`src/adc_seq_pkg.sv`:
```
package adc_seq_pkg;

	// register byte offsets on the apb window
	localparam logic [7:0] OFS_STATUS = 8'h00;
	localparam logic [7:0] OFS_CTL0 = 8'h04;
	localparam logic [7:0] OFS_CTL1 = 8'h08;
	localparam logic [7:0] OFS_SAMPLE0 = 8'h0c;
	localparam logic [7:0] OFS_SAMPLE1 = 8'h10;
	localparam logic [7:0] OFS_HIGH = 8'h14;
	localparam logic [7:0] OFS_LOW = 8'h18;
	localparam logic [7:0] OFS_SEQ0 = 8'h1c;
	localparam logic [7:0] OFS_SEQ1 = 8'h20;
	localparam logic [7:0] OFS_SEQ2 = 8'h24;
	localparam logic [7:0] OFS_DATA = 8'h28;

	// status bit positions
	localparam int ST_DONE = 0;
	localparam int ST_WDOG = 1;
	localparam int ST_BUSY = 2;

	// control_reg_zero field positions
	localparam int C0_WDCH = 0;
	localparam int C0_DONE_IE = 5;
	localparam int C0_WDOG_IE = 6;
	localparam int C0_SCAN = 8;
	localparam int C0_WD_SINGLE = 9;
	localparam int C0_DISC = 11;
	localparam int C0_DISC_CNT = 13;
	localparam int C0_WDOG_EN = 23;

	// control_reg_one field positions
	localparam int C1_ON = 0;
	localparam int C1_CONT = 1;
	localparam int C1_DMA = 8;
	localparam int C1_LEFT = 11;
	localparam int C1_TRIG_SEL = 17;
	localparam int C1_TRIG_EN = 20;
	localparam int C1_SW_START = 22;
	localparam int C1_SIX_BIT = 25;

	// sequence layout: length field in the first sequence register
	localparam int SEQ_LEN_POS = 20;
	localparam int SLOT_W = 5;

	// writable bits of each register
	localparam logic [31:0] CTL0_MASK = 32'h0080eb7f;
	localparam logic [31:0] CTL1_MASK = 32'h023e0903;
	localparam logic [31:0] SAMPLE0_MASK = 32'h3fffffff;
	localparam logic [31:0] SAMPLE1_MASK = 32'h00ffffff;
	localparam logic [31:0] SEQ0_MASK = 32'h00ffffff;
	localparam logic [31:0] SEQ_MASK = 32'h3fffffff;

	// reset values
	localparam logic [31:0] CTL0_RESET = 32'h00000000;
	localparam logic [31:0] CTL1_RESET = 32'h00000000;
	localparam logic [11:0] HIGH_RESET = 12'hfff;
	localparam logic [11:0] LOW_RESET = 12'h000;

	// software trigger code of the trigger select field
	localparam logic [2:0] TRIG_SOFTWARE = 3'h7;

	// conversion time in tenths of a converter clock, rounded up to cycles
	localparam int CONV_TENTHS = 125;
	localparam int CONV_CYCLES = (CONV_TENTHS + 9) / 10;
	// shortest sample window; each code step doubles it
	localparam int SAMPLE_BASE_CYCLES = 2;
	localparam int CNT_W = 9;

	// sequencer states
	typedef enum logic {SEQ_IDLE, SEQ_CONVERT} seq_state_t;

	// whole sample-plus-convert time for one sample time code
	function automatic logic [CNT_W-1:0] conv_total(input logic [2:0] code);
		conv_total = CNT_W'((SAMPLE_BASE_CYCLES << code) + CONV_CYCLES);
	endfunction

	// place a raw result into the 16-bit data register
	function automatic logic [15:0] align_result(input logic [11:0] raw, input logic left,
		input logic six);
		if (six)
			align_result = left ? {8'h00, raw[5:0], 2'h0} : {10'h000, raw[5:0]};
		else
			align_result = left ? {raw, 4'h0} : {4'h0, raw};
	endfunction

endpackage

```
`src/adc_conv_timer.sv`:
```
`timescale 1ns/100ps
`default_nettype none

// times one sample window plus the fixed conversion tail
module adc_conv_timer (
	// clock and reset
	input wire logic pclk,
	input wire logic presetn,
	// control
	input wire logic enable,
	input wire logic start,
	input wire logic [2:0] sample_code,
	// status
	output logic sampling,
	output logic busy,
	output logic done
);

	logic [adc_seq_pkg::CNT_W-1:0] count_q; // cycles left in this conversion
	logic [adc_seq_pkg::CNT_W-1:0] tail; // cycles that belong to the conversion tail

	assign tail = adc_seq_pkg::CNT_W'(adc_seq_pkg::CONV_CYCLES);

	////////////////////////////////////////////////////////////////////////
	// down counter; a cleared enable drops any conversion in flight
	always_ff @(posedge pclk or negedge presetn)
	begin
		if (!presetn)
			count_q <= '0;
		else if (!enable)
			count_q <= '0;
		else if (start && count_q == '0)
			count_q <= adc_seq_pkg::conv_total(sample_code);
		else if (count_q != '0)
			count_q <= count_q - 1'b1;
	end

	// finish pulse in the cycle after the last count
	always_ff @(posedge pclk or negedge presetn)
	begin
		if (!presetn)
			done <= 1'b0;
		else
			done <= enable && count_q == 1;
	end

	// busy covers sampling and conversion
	assign busy = count_q != '0;
	// sampling while more than the tail remains
	assign sampling = count_q > tail;

endmodule

`default_nettype wire

```
`src/adc_routine_sequencer.sv`:
```
// Function
// - result to data register, done flag set
// - done interrupt only when enabled
// - writing zero clears done flag
// - continuous repeats first slot channel
// - start by software bit or trigger
// - scan converts all slots in order
// - scan sets done after whole sequence
// - scan plus continuous restarts sequence
// - discontinuous converts next count-field-plus-one slots
// - discontinuous done once per pass
// - watchdog flags results outside thresholds
// - watchdog interrupt only when enabled
// - thresholds compare raw unaligned result
// - watchdog watches one or all channels
// - twelve-bit right or left alignment
// - six-bit right or left alignment
// - per-channel three-bit sample time
// - sample time plus conversion tail
// - length field in first sequence register
// - converter off holds sequencer and timer idle; flags and data keep their values
// - dma request after each channel
`timescale 1ns/100ps
`default_nettype none

module adc_routine_sequencer (
	// apb slave
	input wire logic pclk,
	input wire logic presetn,
	input wire logic psel,
	input wire logic penable,
	input wire logic pwrite,
	input wire logic [7:0] paddr,
	input wire logic [31:0] pwdata,
	output logic [31:0] prdata,
	output logic pready,
	output logic pslverr,
	// hardware trigger pins, rising edge active
	input wire logic [6:0] hw_trigger,
	// analog sampling core
	output logic [4:0] sample_channel,
	output logic sample_active,
	output logic convert_active,
	input wire logic [11:0] conv_result,
	// requests
	output logic dma_request,
	output logic irq
);

	////////////////////////////////////////////////////////////////////////
	// declarations

	logic [31:0] ctl0_q; // control_reg_zero
	logic [31:0] ctl1_q; // control_reg_one
	logic [31:0] sample0_q; // sample_time_regs, channels 0..9
	logic [31:0] sample1_q; // sample_time_regs, channels 10..17
	logic [11:0] high_q; // high_threshold_reg
	logic [11:0] low_q; // low_threshold_reg
	logic [31:0] seq0_q; // sequence_regs, length and slots 12..15
	logic [31:0] seq1_q; // sequence_regs, slots 6..11
	logic [31:0] seq2_q; // sequence_regs, slots 0..5
	logic [15:0] data_q; // routine data register
	logic done_flag_q; // conversion done flag
	logic wd_flag_q; // watchdog_event_flag
	logic [31:0] prdata_q; // read data captured in setup
	logic dma_q; // dma request pulse

	adc_seq_pkg::seq_state_t state_q; // sequencer state
	logic [3:0] pos_q; // current sequence slot
	logic [2:0] group_q; // conversions done in this discontinuous burst
	logic [4:0] chan_q; // channel under conversion

	logic [6:0] trig_s1_all_q; // first stage of every trigger pin
	logic [6:0] trig_s2_q; // second stage
	logic [6:0] trig_s3_q; // edge history
	logic [6:0] trig_edge; // rising edges after synchronising

	logic wr_en; // apb write strobe
	logic rd_setup; // apb read setup cycle
	logic mapped; // address hits a register
	logic on; // converter_on
	logic scan; // scan_enable
	logic disc; // discontinuous_enable
	logic cont; // continuous_enable
	logic trigger; // a routine trigger this cycle
	logic conv_done; // channel conversion finished
	logic timer_busy; // conversion timer running
	logic launch; // start the next channel
	logic [3:0] launch_pos; // slot of the next channel
	logic [3:0] last_pos; // final slot of the sequence
	logic last_slot; // finished channel closes the sequence
	logic pass_done; // done flag event
	logic [4:0] launch_chan; // channel of the next slot
	logic [2:0] launch_code; // sample time code of that channel
	logic watched; // finished channel is monitored
	logic outside; // result outside the thresholds
	logic [11:0] raw; // raw result before alignment

	////////////////////////////////////////////////////////////////////////
	// helpers

	// slot k lives in the sequence registers, slot 0 in the last one
	function automatic logic [4:0] slot_chan(input logic [3:0] k, input logic [31:0] s0,
		input logic [31:0] s1, input logic [31:0] s2);
		logic [4:0] c;
		c = '0;
		if (k < 4'd6)
			c = s2[5*k +: 5];
		else if (k < 4'd12)
			c = s1[5*(k-4'd6) +: 5];
		else
			c = s0[5*(k-4'd12) +: 5];
		return c;
	endfunction

	// three-bit sample time code of a channel
	function automatic logic [2:0] sample_code(input logic [4:0] ch, input logic [31:0] t0,
		input logic [31:0] t1);
		logic [2:0] c;
		c = '0;
		if (ch < 5'd10)
			c = t0[3*ch +: 3];
		else if (ch < 5'd18)
			c = t1[3*(ch-5'd10) +: 3];
		return c;
	endfunction

	////////////////////////////////////////////////////////////////////////
	// apb decode; zero wait states, unmapped addresses answer with an error

	assign wr_en = psel && penable && pwrite;
	assign rd_setup = psel && !penable && !pwrite;
	assign pready = 1'b1;

	// address decode; the map is every aligned word up to the data register
	always_comb
	begin
		if (paddr <= adc_seq_pkg::OFS_DATA && paddr[1:0] == 2'h0)
			mapped = 1'b1;
		else
			mapped = 1'b0;
	end

	assign pslverr = psel && penable && !mapped;

	// read data is captured in the setup cycle so prdata comes from a flop
	always_ff @(posedge pclk or negedge presetn)
	begin
		if (!presetn)
			prdata_q <= '0;
		else if (rd_setup)
		begin
			if (paddr == adc_seq_pkg::OFS_STATUS)
				prdata_q <= {29'h0, state_q == adc_seq_pkg::SEQ_CONVERT, wd_flag_q, done_flag_q};
			else if (paddr == adc_seq_pkg::OFS_CTL0)
				prdata_q <= ctl0_q;
			else if (paddr == adc_seq_pkg::OFS_CTL1)
				prdata_q <= ctl1_q;
			else if (paddr == adc_seq_pkg::OFS_SAMPLE0)
				prdata_q <= sample0_q;
			else if (paddr == adc_seq_pkg::OFS_SAMPLE1)
				prdata_q <= sample1_q;
			else if (paddr == adc_seq_pkg::OFS_HIGH)
				prdata_q <= {20'h0, high_q};
			else if (paddr == adc_seq_pkg::OFS_LOW)
				prdata_q <= {20'h0, low_q};
			else if (paddr == adc_seq_pkg::OFS_SEQ0)
				prdata_q <= seq0_q;
			else if (paddr == adc_seq_pkg::OFS_SEQ1)
				prdata_q <= seq1_q;
			else if (paddr == adc_seq_pkg::OFS_SEQ2)
				prdata_q <= seq2_q;
			else if (paddr == adc_seq_pkg::OFS_DATA)
				prdata_q <= {16'h0, data_q};
			else
				prdata_q <= '0; // unmapped reads as zero
		end
	end

	assign prdata = prdata_q;

	////////////////////////////////////////////////////////////////////////
	// configuration registers

	// control_reg_one; the software start bit clears when it is consumed
	always_ff @(posedge pclk or negedge presetn)
	begin
		if (!presetn)
			ctl1_q <= adc_seq_pkg::CTL1_RESET;
		else if (wr_en && paddr == adc_seq_pkg::OFS_CTL1)
			ctl1_q <= pwdata & adc_seq_pkg::CTL1_MASK | (pwdata & 32'h00400000);
		else if (!on || (trigger && state_q == adc_seq_pkg::SEQ_IDLE))
			ctl1_q[adc_seq_pkg::C1_SW_START] <= 1'b0;
	end

	// remaining plain configuration words
	always_ff @(posedge pclk or negedge presetn)
	begin
		if (!presetn)
		begin
			ctl0_q <= adc_seq_pkg::CTL0_RESET;
			sample0_q <= '0;
			sample1_q <= '0;
			high_q <= adc_seq_pkg::HIGH_RESET;
			low_q <= adc_seq_pkg::LOW_RESET;
			seq0_q <= '0;
			seq1_q <= '0;
			seq2_q <= '0;
		end
		else if (wr_en)
		begin
			if (paddr == adc_seq_pkg::OFS_CTL0)
				ctl0_q <= pwdata & adc_seq_pkg::CTL0_MASK;
			else if (paddr == adc_seq_pkg::OFS_SAMPLE0)
				sample0_q <= pwdata & adc_seq_pkg::SAMPLE0_MASK;
			else if (paddr == adc_seq_pkg::OFS_SAMPLE1)
				sample1_q <= pwdata & adc_seq_pkg::SAMPLE1_MASK;
			else if (paddr == adc_seq_pkg::OFS_HIGH)
				high_q <= pwdata[11:0];
			else if (paddr == adc_seq_pkg::OFS_LOW)
				low_q <= pwdata[11:0];
			else if (paddr == adc_seq_pkg::OFS_SEQ0)
				seq0_q <= pwdata & adc_seq_pkg::SEQ0_MASK;
			else if (paddr == adc_seq_pkg::OFS_SEQ1)
				seq1_q <= pwdata & adc_seq_pkg::SEQ_MASK;
			else if (paddr == adc_seq_pkg::OFS_SEQ2)
				seq2_q <= pwdata & adc_seq_pkg::SEQ_MASK;
		end
	end

	assign on = ctl1_q[adc_seq_pkg::C1_ON];
	assign scan = ctl0_q[adc_seq_pkg::C0_SCAN];
	assign disc = ctl0_q[adc_seq_pkg::C0_DISC];
	assign cont = ctl1_q[adc_seq_pkg::C1_CONT];

	////////////////////////////////////////////////////////////////////////
	// trigger pins: two flops, then an edge detector on the second stage

	always_ff @(posedge pclk or negedge presetn)
	begin
		if (!presetn)
		begin
			trig_s1_all_q <= '0;
			trig_s2_q <= '0;
			trig_s3_q <= '0;
		end
		else
		begin
			trig_s1_all_q <= hw_trigger;
			trig_s2_q <= trig_s1_all_q;
			trig_s3_q <= trig_s2_q;
		end
	end

	assign trig_edge = trig_s2_q & ~trig_s3_q;

	// software bit starts whenever the converter is on; a pin only when also enabled and selected
	always_comb
	begin
		trigger = ctl1_q[adc_seq_pkg::C1_SW_START];
		if (ctl1_q[adc_seq_pkg::C1_TRIG_EN]
			&& ctl1_q[adc_seq_pkg::C1_TRIG_SEL +: 3] != adc_seq_pkg::TRIG_SOFTWARE)
			trigger = trigger | trig_edge[ctl1_q[adc_seq_pkg::C1_TRIG_SEL +: 3]];
		trigger = trigger && on;
	end

	////////////////////////////////////////////////////////////////////////
	// sequence stepping

	assign last_pos = seq0_q[adc_seq_pkg::SEQ_LEN_POS +: 4];
	// single and continuous modes only ever use the first slot
	assign last_slot = (!scan && !disc) || pos_q == last_pos;

	// decide whether and where the next channel starts
	always_comb
	begin
		launch = 1'b0;
		launch_pos = pos_q;
		pass_done = 1'b0;
		if (state_q == adc_seq_pkg::SEQ_IDLE)
		begin
			launch = trigger;
			launch_pos = disc ? pos_q : 4'h0;
		end
		else if (conv_done)
		begin
			pass_done = last_slot;
			if (disc)
			begin
				// a burst stops after the count field plus one channels or at the sequence end
				launch_pos = last_slot ? 4'h0 : pos_q + 4'h1;
				launch = !last_slot && group_q != ctl0_q[adc_seq_pkg::C0_DISC_CNT +: 3];
			end
			else if (scan)
			begin
				launch_pos = last_slot ? 4'h0 : pos_q + 4'h1;
				launch = !last_slot || cont;
			end
			else
			begin
				launch_pos = 4'h0;
				launch = cont;
			end
		end
	end

	assign launch_chan = slot_chan(launch_pos, seq0_q, seq1_q, seq2_q);
	assign launch_code = sample_code(launch_chan, sample0_q, sample1_q);

	// sequencer state, slot pointer and burst count
	always_ff @(posedge pclk or negedge presetn)
	begin
		if (!presetn)
		begin
			state_q <= adc_seq_pkg::SEQ_IDLE;
			pos_q <= '0;
			group_q <= '0;
			chan_q <= '0;
		end
		else if (!on)
		begin
			// converter off holds everything at its idle values
			state_q <= adc_seq_pkg::SEQ_IDLE;
			pos_q <= '0;
			group_q <= '0;
			chan_q <= '0;
		end
		else
		begin
			case (state_q)
				adc_seq_pkg::SEQ_IDLE:
				begin
					if (launch)
					begin
						state_q <= adc_seq_pkg::SEQ_CONVERT;
						pos_q <= launch_pos;
						group_q <= '0;
						chan_q <= launch_chan;
					end
				end
				adc_seq_pkg::SEQ_CONVERT:
				begin
					if (conv_done)
					begin
						pos_q <= launch_pos;
						group_q <= group_q + 3'h1;
						chan_q <= launch_chan;
						if (!launch)
							state_q <= adc_seq_pkg::SEQ_IDLE;
					end
				end
				default:
					state_q <= adc_seq_pkg::SEQ_IDLE;
			endcase
		end
	end

	// one timer serves every channel; back-to-back launches wait one cycle
	adc_conv_timer u_timer (
		.pclk(pclk),
		.presetn(presetn),
		.enable(on),
		.start(launch && !timer_busy),
		.sample_code(launch_code),
		.sampling(sample_active),
		.busy(timer_busy),
		.done(conv_done)
	);

	assign sample_channel = chan_q;
	assign convert_active = timer_busy && !sample_active;

	////////////////////////////////////////////////////////////////////////
	// result, watchdog and flags

	// six-bit results arrive in the low bits of the core result
	assign raw = ctl1_q[adc_seq_pkg::C1_SIX_BIT] ? {6'h00, conv_result[5:0]} : conv_result;

	// data register: every finished channel overwrites it
	always_ff @(posedge pclk or negedge presetn)
	begin
		if (!presetn)
			data_q <= '0;
		else if (conv_done && state_q == adc_seq_pkg::SEQ_CONVERT)
			data_q <= adc_seq_pkg::align_result(conv_result, ctl1_q[adc_seq_pkg::C1_LEFT],
				ctl1_q[adc_seq_pkg::C1_SIX_BIT]);
	end

	// monitored set is one chosen channel or all of them
	assign watched = ctl0_q[adc_seq_pkg::C0_WDOG_EN] && (!ctl0_q[adc_seq_pkg::C0_WD_SINGLE]
		|| chan_q == ctl0_q[adc_seq_pkg::C0_WDCH +: 5]);
	// thresholds meet the raw value so alignment never matters
	assign outside = raw > high_q || raw < low_q;

	// sticky flags; a hardware set wins over a software clear in the same cycle
	always_ff @(posedge pclk or negedge presetn)
	begin
		if (!presetn)
		begin
			done_flag_q <= 1'b0;
			wd_flag_q <= 1'b0;
		end
		else
		begin
			if (conv_done && pass_done)
				done_flag_q <= 1'b1;
			else if (wr_en && paddr == adc_seq_pkg::OFS_STATUS && !pwdata[adc_seq_pkg::ST_DONE])
				done_flag_q <= 1'b0;
			if (conv_done && watched && outside)
				wd_flag_q <= 1'b1;
			else if (wr_en && paddr == adc_seq_pkg::OFS_STATUS && !pwdata[adc_seq_pkg::ST_WDOG])
				wd_flag_q <= 1'b0;
		end
	end

	// dma request pulse after every channel
	always_ff @(posedge pclk or negedge presetn)
	begin
		if (!presetn)
			dma_q <= 1'b0;
		else
			dma_q <= conv_done && ctl1_q[adc_seq_pkg::C1_DMA];
	end

	assign dma_request = dma_q;

	// one interrupt line gated by the two enables
	assign irq = (done_flag_q && ctl0_q[adc_seq_pkg::C0_DONE_IE])
		|| (wd_flag_q && ctl0_q[adc_seq_pkg::C0_WDOG_IE]);

endmodule

`default_nettype wire

```
`config.mk`:
```
export PLATFORM = sky130hd
export DESIGN_NAME = adc_routine_sequencer
export DESIGN_NICKNAME = d
export VERILOG_FILES = /design/src/adc_seq_pkg.sv /design/src/adc_conv_timer.sv /design/src/adc_routine_sequencer.sv
export SDC_FILE = /design/constraint.sdc
export NUM_CORES = 1
export LEC_CHECK = 0
export BUFFER_PORTS_ARGS = -buffer_cell sky130_fd_sc_hd__buf_2
export CAP_MARGIN = 10
export CELL_PAD_IN_SITES_DETAIL_PLACEMENT = 1
export CELL_PAD_IN_SITES_GLOBAL_PLACEMENT = 2
export CORE_ASPECT_RATIO = 0.9
export CORE_UTILIZATION = 40
export CTS_CLUSTER_SIZE = 28
export DETAILED_ROUTE_END_ITERATION = 8
export PLACE_DENSITY = 0.85
export SETUP_SLACK_MARGIN = 0.15
export SKIP_LAST_GASP = 1
export SYNTH_ARGS = -nofsm -noshare
export SYNTH_HDL_FRONTEND = slang
export SYNTH_SLANG_ARGS = --single-unit
```
`constraint.sdc`:
```
create_clock -name pclk -period 25.5 [get_ports pclk]
set_input_delay 5.1 -clock pclk [delete_from_list [all_inputs] [get_ports pclk]]
set_output_delay 5.1 -clock pclk [all_outputs]
set_load 0.03 [all_outputs]
```
# Word-level counts from Yosys, hierarchy flattened
# Index checks and enable logic that the tools add are counted.
# word_totals
regBits,303
word_cells,202
ramBits,0
latchBits,0
romBits,0
n_memories,0
# classes
order_cmp,9
n_bitwise,12
n_reduce_logical,61
n_mux,60
shift,6
n_eq_ne,18
n_mul,5
div_mod_pow,0
addsub,7
# op_table
cell,count
$mux 30,6
$mux 32,4
$shiftx 32x33->5,2
$mux 16,3
$mux 4,9
$shiftx 32x33->3,1
$eq 8x5->1 const B,4
$shiftx 32x8->3,1
$shiftx 32x8->5,1
$logic_and 1x1->1,27
$mux 9,3
$or 26x23->26,1
$mux 5,5
$eq 8x6->1 const B,3
$mul 4x5->9 const A,2
$mux 1,18
$eq 8x4->1 const B,2
$mux 3,5
$gt 12x12->1,1
$logic_not 1->1,12
$lt 12x12->1,1
$mux 12,1
$pmux 5 s2,1
$add 9x5->9 const B,1
48 further kinds,64

# Longest topological paths before layout
# Gate-level depths: netlist of the first run.
# depth
word_depth,22
ltp_mapped,44
ltp_nobuf,39

# Modules after synthesis
# Synthesis of the first run repeated with hierarchy kept, for this count alone.
# unflattened
hier_cells,1606
hier_area_um2,16772.3
# modules_own_cells
module,seq_area_each_um2,area_per_inst_um2,cells_each,instances
adc_routine_sequencer,6771.5,16062.9,1532,1
adc_conv_timer,250.2,709.4,74,1

# Worst setup path after synthesis of the first run
# OpenSTA, ideal clock, no wires.
# synth_path
path_kind,input -> output
from,input port paddr[3]
to,output port pslverr
required_time_ns,20.400
setup_slack_ns,14.368
arrival_time_ns,6.032
cell_stages,4
path_cell_list,clkbuf_1 a21o_1 nand2_1 a31oi_1
# synth_via
elab_chain_len,5
# synth_lines
item,line_no,rtl
start: declaration,adc_routine_sequencer.sv:33,"input wire logic [7:0] paddr,"
$le 8x6->1,adc_routine_sequencer.sv:138,if (paddr <= adc_seq_pkg::OFS_DATA && paddr[1:0] == 2'h0)
$logic_and 1x1->1,adc_routine_sequencer.sv:138,
$mux 1,adc_routine_sequencer.sv:138,
$logic_not 1->1,adc_routine_sequencer.sv:144,assign pslverr = psel && penable && !mapped;
$logic_and 1x1->1,adc_routine_sequencer.sv:144,
end: declaration,adc_routine_sequencer.sv:37,"output logic pslverr,"
# Every way passes these cells.

# Worst setup path after layout of the first run
# layout_path
from,register pos_q[0]
to,register u_timer.count_q[4] in the netlist's numbering
# layout_via
elab_chain_len,21
word_cells_on_any_way,44
classes_between,5 x add/sub; 5 x mul; 4 x order compare; 2 x eq/ne; 6 x shift; 16 x mux; 6 x reduce/logical
# layout_lines
item,line_no,rtl
start: declaration,adc_routine_sequencer.sv:69,logic [3:0] pos_q;
start signal: assignment,adc_routine_sequencer.sv:336,pos_q <= launch_pos;
start signal: assignment,adc_routine_sequencer.sv:345,pos_q <= launch_pos;
branches (longest 21 deep; another with $mul 4x5->9),--,
end signal: assignment,adc_conv_timer.sv:33,count_q <= adc_seq_pkg::conv_total(sample_code);
end signal: assignment,adc_conv_timer.sv:35,count_q <= count_q - 1'b1;
end: declaration,adc_conv_timer.sv:19,logic [adc_seq_pkg::CNT_W-1:0] count_q;
# Parallel ways; which one is timed is not known.
# A chain may end at the register's enable or synchronous reset.

==> impl_metrics.yaml, run 1 <==
outcome:
  status: "finished, violations left"
  failed_checks: "design-rule violations"
power_and_ir_drop:
  p_leak_nw: 8.62
  power_uw: 998
  ir_worst_vdd_mv: 0.0553
  power_density_mw_per_mm2: 52.1
critical_path:
  cp-start-kind: "register"
  worst-r2r-cell-count: 39
  required_ns: 25.95
  worstSetupPathType: "reg2reg"
  cp_common_cell: "ha_1"
  cp.arrival_ns: 12.31
  r2r-end: "u_timer.count_q[4]$_DFFE_PN0P_"
  cp_slowest_stage_delay_ns: 0.77
  reg2reg_slack_ns: 13.63
  cp_slowest_cell: "nor4bb_1"
  timing.rr.start: "pos_q[0]$_DFFE_PN0P_"
  crit_path_end_kind: "register"
  path_max_fanout: 13
global_route:
  antenna_found_initial: 2
  grt_pass1_wl_mm: 96.5
  grt_remaining_overflow: 0
  grt_max_degree: 179
  grt.total_usage_pct: 29.5
  first_global_vias: 15100
synthesis:
  synth.top_cell.area_share_pct: 39.1
  ys_warn_count: 0
  ys.flop_type: "dfrtp_1"
  ys_seq_area_share_pct: 40.9
  async_reset_ff_share_pct: 100
  synth.distinct_cells: 98
  syn_avg_cell_area_sq_um: 10.3
  synth_cells: 1669
  synth_edf_count: 0
  yosysTopAreaCell: "dfrtp_1"
  synth_area_leaders: "dfrtp_1 39%, mux2_2 12%, mux2i_1 4.5%, ha_1 3.9%, nand2_1 3.5%"
  netlist_area_sq_mm: 0.0172
  synth-seq-cells: 280
die:
  row_count: 71
  ios: 107
  die_h_um: 199
  start_util_pct: 40.8
  dieWidth_um: 220
  dieArea_sq_mm: 0.0437
  coreArea_sq_mm: 0.0420
run:
  cap_violations: 0
min_path:
  min_to: "trig_s2_q[0]$_DFF_PN0_"
  hold_depth: 0
  hp-start: "trig_s1_all_q[0]$_DFF_PN0_"
  hp-class: "reg2reg"
timing:
  setup_viol: 0
  slew_violations: 0
  timing.setup.tns_ns: 0
  relSlewSlack_pct: 19.8
  finClkSkew_ns: 0.0367
  rsz0062_at_grt: "false"
  fmax_mhz: 84.3
  timing.final.crit_period_ns: 11.87
  post-route-period-util_pct: 46.5
  tightest_slew_ns: 1.20
  hold_violations: 0
placement:
  port_buffers: 101
  gp_congestion: 0.925
  hpwl_mm: 46.4
final_layout:
  area_delta_synth_final_pct: 11.7
  drive_above_1_share_pct: 24.5
  antennaDiodeCount: 0
  fin_nets: 1841
clock_network:
  postCtsResizedCells: 0
  cts_tree: "yes"
  cts_num_sinks: 280
  postCtsSetupBuffers: 0
  cts_hold_buf: 0
  cts_root_buf: "clkbuf_16"
  numCtsBuffers: 29
  clk_path_buf_depth: 3
  clk_latency_ns: 0.59
  path_clk_slew_ns: 0.06
  htreeDepth: 1
route:
  wl_per_cell_um: 27.9
  drc_errors: 3
  initialDrtViolationCount: 1505
  via_per_inst: 6.44
  routed_wl_mm: 63.8
  ant_nets: 0
  first_pass_iters: 8
  vias: 14700
-- layer usage --
layer / vias to the layer above / GRT usage (%) / part of all wire [%]
li1: 6407 / - / -
met1: 7668 / 42.3 / 45
met2: 569 / 46.1 / 46
met3: 98 / 3.61 / 6.8
met4: 2 / 9.27 / 3.1
met5: - / 0 / 0.013
-- Yosys cell counts, types with 6 or more instances --
| master | n |
|---|---|
| dfrtp_1 | 268 |
| a22oi_1 | 27 |
| a21o_1 | 24 |
| buf_6 | 6 |
| nand3_1 | 52 |
| mux2i_1 | 77 |
| ha_1 | 53 |
| mux2_2 | 183 |
| xor2_1 | 18 |
| o22ai_1 | 13 |
| nand4_1 | 14 |
| and2_1 | 7 |
| nor3_1 | 27 |
| o211ai_1 | 13 |
| buf_2 | 10 |
| inv_1 | 51 |
| o21ai_0 | 77 |
| a221oi_1 | 15 |
| o31ai_1 | 8 |
| buf_4 | 6 |
| a222oi_1 | 27 |
| nor2b_1 | 16 |
| nand2b_1 | 13 |
| a32oi_1 | 6 |
| nor4_1 | 7 |
| mux2_1 | 6 |
| mux4_2 | 19 |
| nor2_1 | 94 |
| xnor2_1 | 15 |
| buf_1 | 17 |
| o221ai_1 | 13 |
| and3_1 | 7 |
| nor3b_1 | 6 |
| nand2_1 | 159 |
| a22o_1 | 10 |
| a211oi_1 | 17 |
| a21oi_1 | 56 |
| clkbuf_1 | 68 |
| dfstp_2 | 12 |
| a31oi_1 | 39 |
-- registers in the layout, indices dropped and copies added, names as in the netlist, 5 cells and up --
signal and flops:
sample0_q 30, high_q 12, trig_s1_all_q 7, sample_channel 5
data_q 16, ctl0_q 14, seq0_q 24, trig_s3_q 7
u_timer.count_q 9, prdata 30, low_q 12, seq2_q 30
ctl1_q 11, sample1_q 24, trig_s2_q 7, seq1_q 30
-- metrics by stage --
step | area [sq um] | setup slack, ns | hold WS [ns] | util, % | cells
detailed placement | 18100 | 13.85 | 0.336 | 43.1 | 2237
global placement | 18100 | 14.02 | 0.333 | 43.1 | 2237
global route | 19200 | 12.81 | 0.353 | 45.6 | 2289
floorplan | 17200 | 14.37 | 0.331 | - | 1670
finish | 19200 | 13.63 | 0.345 | 45.6 | 2289
CTS | 19200 | 13.78 | 0.348 | 45.6 | 2289
-- kinds of logic (layout without fill, tap and decap cells) --
kind of cell / after synthesis / in the layout / share of synthesized area, %
AOI/OAI and AO/OA: 418 / 418 / 17.8
xor gates and xnor gates: 33 / 33 / 1.68
adders and majority gates: 56 / 56 / 4.21
buffers and inverters: 161 / 233 / 4.00
DFF: 280 / 280 / 40.9
muxes: 286 / 286 / 19.5
other: 2 / 3 / 0.0438
and+or+nand+nor: 433 / 433 / 11.9
-- worst max-delay path by stage --
stage,start,to,slack (ns),cells after the start
after floorplan,paddr[3],pslverr,14.37,4
final,pos_q[0]$_DFFE_PN0P_,u_timer.count_q[4]$_DFFE_PN0P_,13.63,39
after global routing,pos_q[0]$_DFFE_PN0P_,u_timer.count_q[4]$_DFFE_PN0P_,12.81,37
after detailed placement,pos_q[0]$_DFFE_PN0P_,u_timer.count_q[4]$_DFFE_PN0P_,13.85,39
after global placement,pos_q[0]$_DFFE_PN0P_,u_timer.count_q[4]$_DFFE_PN0P_,14.02,39
after CTS,pos_q[0]$_DFFE_PN0P_,u_timer.count_q[4]$_DFFE_PN0P_,13.78,39
-- where the power goes --
part / internal [mW] / leakage (nW) / total (mW) / switching (mW)
clock network: 0.283 / 0.506 / 0.472 / 0.189
registers: 0.452 / 3.67 / 0.461 / 0.00891
logic: 0.0204 / 4.45 / 0.0644 / 0.0441
total: 0.756 / 8.62 / 0.998 / 0.242
-- critical path: cells and delay by family, from the launching register on --
| family | cells | cell delay (ns) |
|---|---|---|
| fa+ha+maj | 8 | 2.53 |
| flops | 1 | 0.59 |
| buf+inv | 3 | 0.33 |
| compound gates | 15 | 4.15 |
| simple gates | 9 | 3.31 |
| mux | 1 | 0.15 |
| xor+xnor | 3 | 0.68 |
-- cells in the final DEF, fill, tap and decap left out, types with 12 or more instances in the layout --
cell type  instances
nand4_1           14
buf_4             25
a21o_1            24
o221ai_1          13
mux2i_1           77
a22oi_1           27
nor2b_1           16
o21ai_0           77
nor2_1            91
nand2b_1          13
a221oi_1          15
o211ai_1          13
clkbuf_16         29
ha_1              53
mux4_2            19
a31oi_1           39
xor2_1            18
nand2_1          159
a21oi_1           56
nor3_1            27
a211oi_1          17
buf_2            100
o22ai_1           13
inv_1             51
dfrtp_1          268
dfstp_2           12
a222oi_1          27
nand3_1           52
xnor2_1           15
mux2_2           183
-- cell type report --
cell class                 instances  area (sq um)
sequential                       280          7020
tap                              547           684
clock inverter                    15           240
multi-input combinational       1229          9490
inverter                          54           205
clock buffer                      37           806
timing repair buffer             127           723
fill                            4632         22800
Note: power is estimated with default switching activity, not from simulation.
==> run 2: changes to the inputs <==
Clock period 25.5 ns to 11.2 ns, I/O delays scaled along.
==> run 2 against run 1 <==
Net effect:
- the flow still finishes with violations (design-rule violations)
- via count is essentially flat
- sequential share of layout area fell by 0.16 points
- die area stayed put
- global-route usage barely moved
- total power is 120% higher
- sequential power is 130% higher
- clock skew is 0.00053 ns higher
- combinational power is 130% higher
- cell count increased by 0.83%
- critical path type unchanged
- critical endpoint unchanged
==> impl_metrics.yaml, run 2 (same netlist as run 1, synthesis figures left out) <==
route:
  via_per_inst: 6.38
  routed_wl_mm: 64.3
  wl_per_cell_um: 27.9
  ant_nets: 0
  vias: 14700
  initialDrtViolationCount: 1485
  drc_errors: 3
  first_pass_iters: 9
global_route:
  grt_pass1_wl_mm: 96.2
  grt_max_degree: 125
  grt_remaining_overflow: 0
  antenna_found_initial: 2
  first_global_vias: 14900
  grt.total_usage_pct: 29.5
power_and_ir_drop:
  p_clk_share_pct: 46.0
  ir_worst_vdd_mv: 0.0981
  intPower_mw: 1.66
  power_density_mw_per_mm2: 115
  power_mw: 2.22
  switching_share_pct: 25.4
  p_switching_uw: 562
  p_leak_nw: 8.68
  pwr-share-seq_pct: 47.4
  comb_power_share_pct: 6.7
critical_path:
  cp_slowest_stage_delay_ns: 0.61
  timing.rr.start: "pos_q[0]$_DFFE_PN0P_"
  crit_path_end_kind: "register"
  cp-start-kind: "register"
  cp_common_cell: "ha_1"
  cp.arrival_ns: 10.94
  path_max_fanout: 12
  required_ns: 11.66
  cp_slowest_cell: "or4b_2"
  crit_start: "pos_q[0]$_DFFE_PN0P_"
  worstSetupPathType: "reg2reg"
  reg2reg_slack_ns: 0.71
die:
  die_h_um: 199
  dieArea_sq_mm: 0.0437
  dieWidth_um: 220
  row_count: 71
  coreArea_sq_mm: 0.0420
  ios: 107
  start_util_pct: 40.8
final_layout:
  antennaDiodeCount: 0
  post-route-util_pct: 45.8
  area_delta_synth_final_pct: 12.2
  nFillCells: 4662
  drive_above_1_share_pct: 25.4
  mostFrequentLayoutCells: "268 x dfrtp_1, 183 x mux2_2, 159 x nand2_1, 100 x buf_2, 89 x nor2_1"
  fin_nets: 1857
  layout_commonest_cell: "dfrtp_1"
timing:
  timing.final.crit_period_ns: 10.49
  finClkSkew_ns: 0.0372
  post-route-period-util_pct: 93.6
  timing.setup.tns_ns: 0
  tightest_slew_ns: 1.26
  slew_violations: 0
  setup_viol: 0
  relSlewSlack_pct: 15.4
  rsz0062_at_grt: "false"
  fmax_mhz: 95.3
  hold_violations: 0
outcome:
  failed_checks: "design-rule violations"
  status: "finished, violations left"
clock_network:
  numCtsBuffers: 30
  cts_tree: "yes"
  cts_hold_buf: 0
  htreeDepth: 1
  cts_num_sinks: 280
  clk_path_buf_depth: 3
  path_clk_slew_ns: 0.07
  clk_latency_ns: 0.60
  postCtsSetupBuffers: 0
  cts_root_buf: "clkbuf_16"
placement:
  port_buffers: 101
  hpwl_mm: 47.3
  gp_congestion: 0.954
min_path:
  hp-class: "reg2reg"
  hp-start: "trig_s1_all_q[0]$_DFF_PN0_"
run:
  cap_violations: 0
run 2: changes by cell type in the layout (fill, tap and decap cells not counted), sizes merged:
cell      delta
buf         +15
clkinv       +6
bufinv       -4
clkbuf       +3
clkinvlp     -1
run 2: critical path: cells and delay by family, from the launching register on:
family,cells,cell delay (ns)
AOI/OAI and AO/OA,13,3.25
adders and majority gates,8,2.46
and+or+nand+nor,8,2.30
xor gates and xnor gates,4,1.03
DFF,1,0.58
buffers and inverters,3,0.56
muxes,1,0.16
run 2: worst paths after layout:
| path | end | cells past startpoint |
|---|---|---|
| min | trig_s2_q[0]$_DFF_PN0_ | 0 |
| min reg2reg | trig_s2_q[0]$_DFF_PN0_ | 0 |
| max reg2reg | u_timer.count_q[4]$_DFFE_PN0P_ | 37 |
| min in group asynchronous | sample0_q[19]$_DFFE_PN0P_ | 1 |
| max | u_timer.count_q[4]$_DFFE_PN0P_ | 37 |
| max in group asynchronous | seq2_q[14]$_DFFE_PN0P_ | 2 |
run 2: area by class of cell:
class / count / area, sq um / area share [%]
clock buffer: 40 / 848 / 4.41
clock inverter: 16 / 150 / 0.780
inverter: 54 / 205 / 1.07
multi-input combinational: 1229 / 9520 / 49.5
sequential: 280 / 7020 / 36.5
tap: 547 / 684 / 3.55
timing repair buffer: 142 / 823 / 4.28
run 2: per-stage QoR:
stage / setup WS [ns] / cell area (sq um) / hold WS [ns] / instances
floorplan: 1.71 / 17200 / 0.331 / 1670
global placement: 0.861 / 18200 / 0.333 / 2252
detailed placement: 0.644 / 18200 / 0.339 / 2252
CTS: 0.531 / 19200 / 0.345 / 2308
global route: 0.176 / 19300 / 0.358 / 2308
finish: 0.711 / 19300 / 0.343 / 2308
run 2: metal layers:
layer	routed length [um]	GRT usage [%]	vias up
met5	13	0	-
met4	2330	9.83	2
met3	5090	6.31	122
met2	28600	45.3	621
met1	28300	41.2	7577
li1	-	-	6412
run 2: repair_timing:
| item | in CTS | in global routing |
|---|---|---|
| hold endpoints to repair | 0 | 0 |
| endpoints found under the setup margin | 0 | 1 |
| gates resized for setup | 0 | 5 |
run 2: power by group through the flow:
stage	Combinational, mW	Clock [mW]	Sequential (mW)
5_1_grt	0.161	1.07	1.05
6_report	0.148	1.02	1.05
3_5_place_dp	0.146	0	1.07
3_3_place_gp	0.142	0	1.07
4_1_cts	0.147	1.03	1.05
2_1_floorplan	0.0656	0	1.07
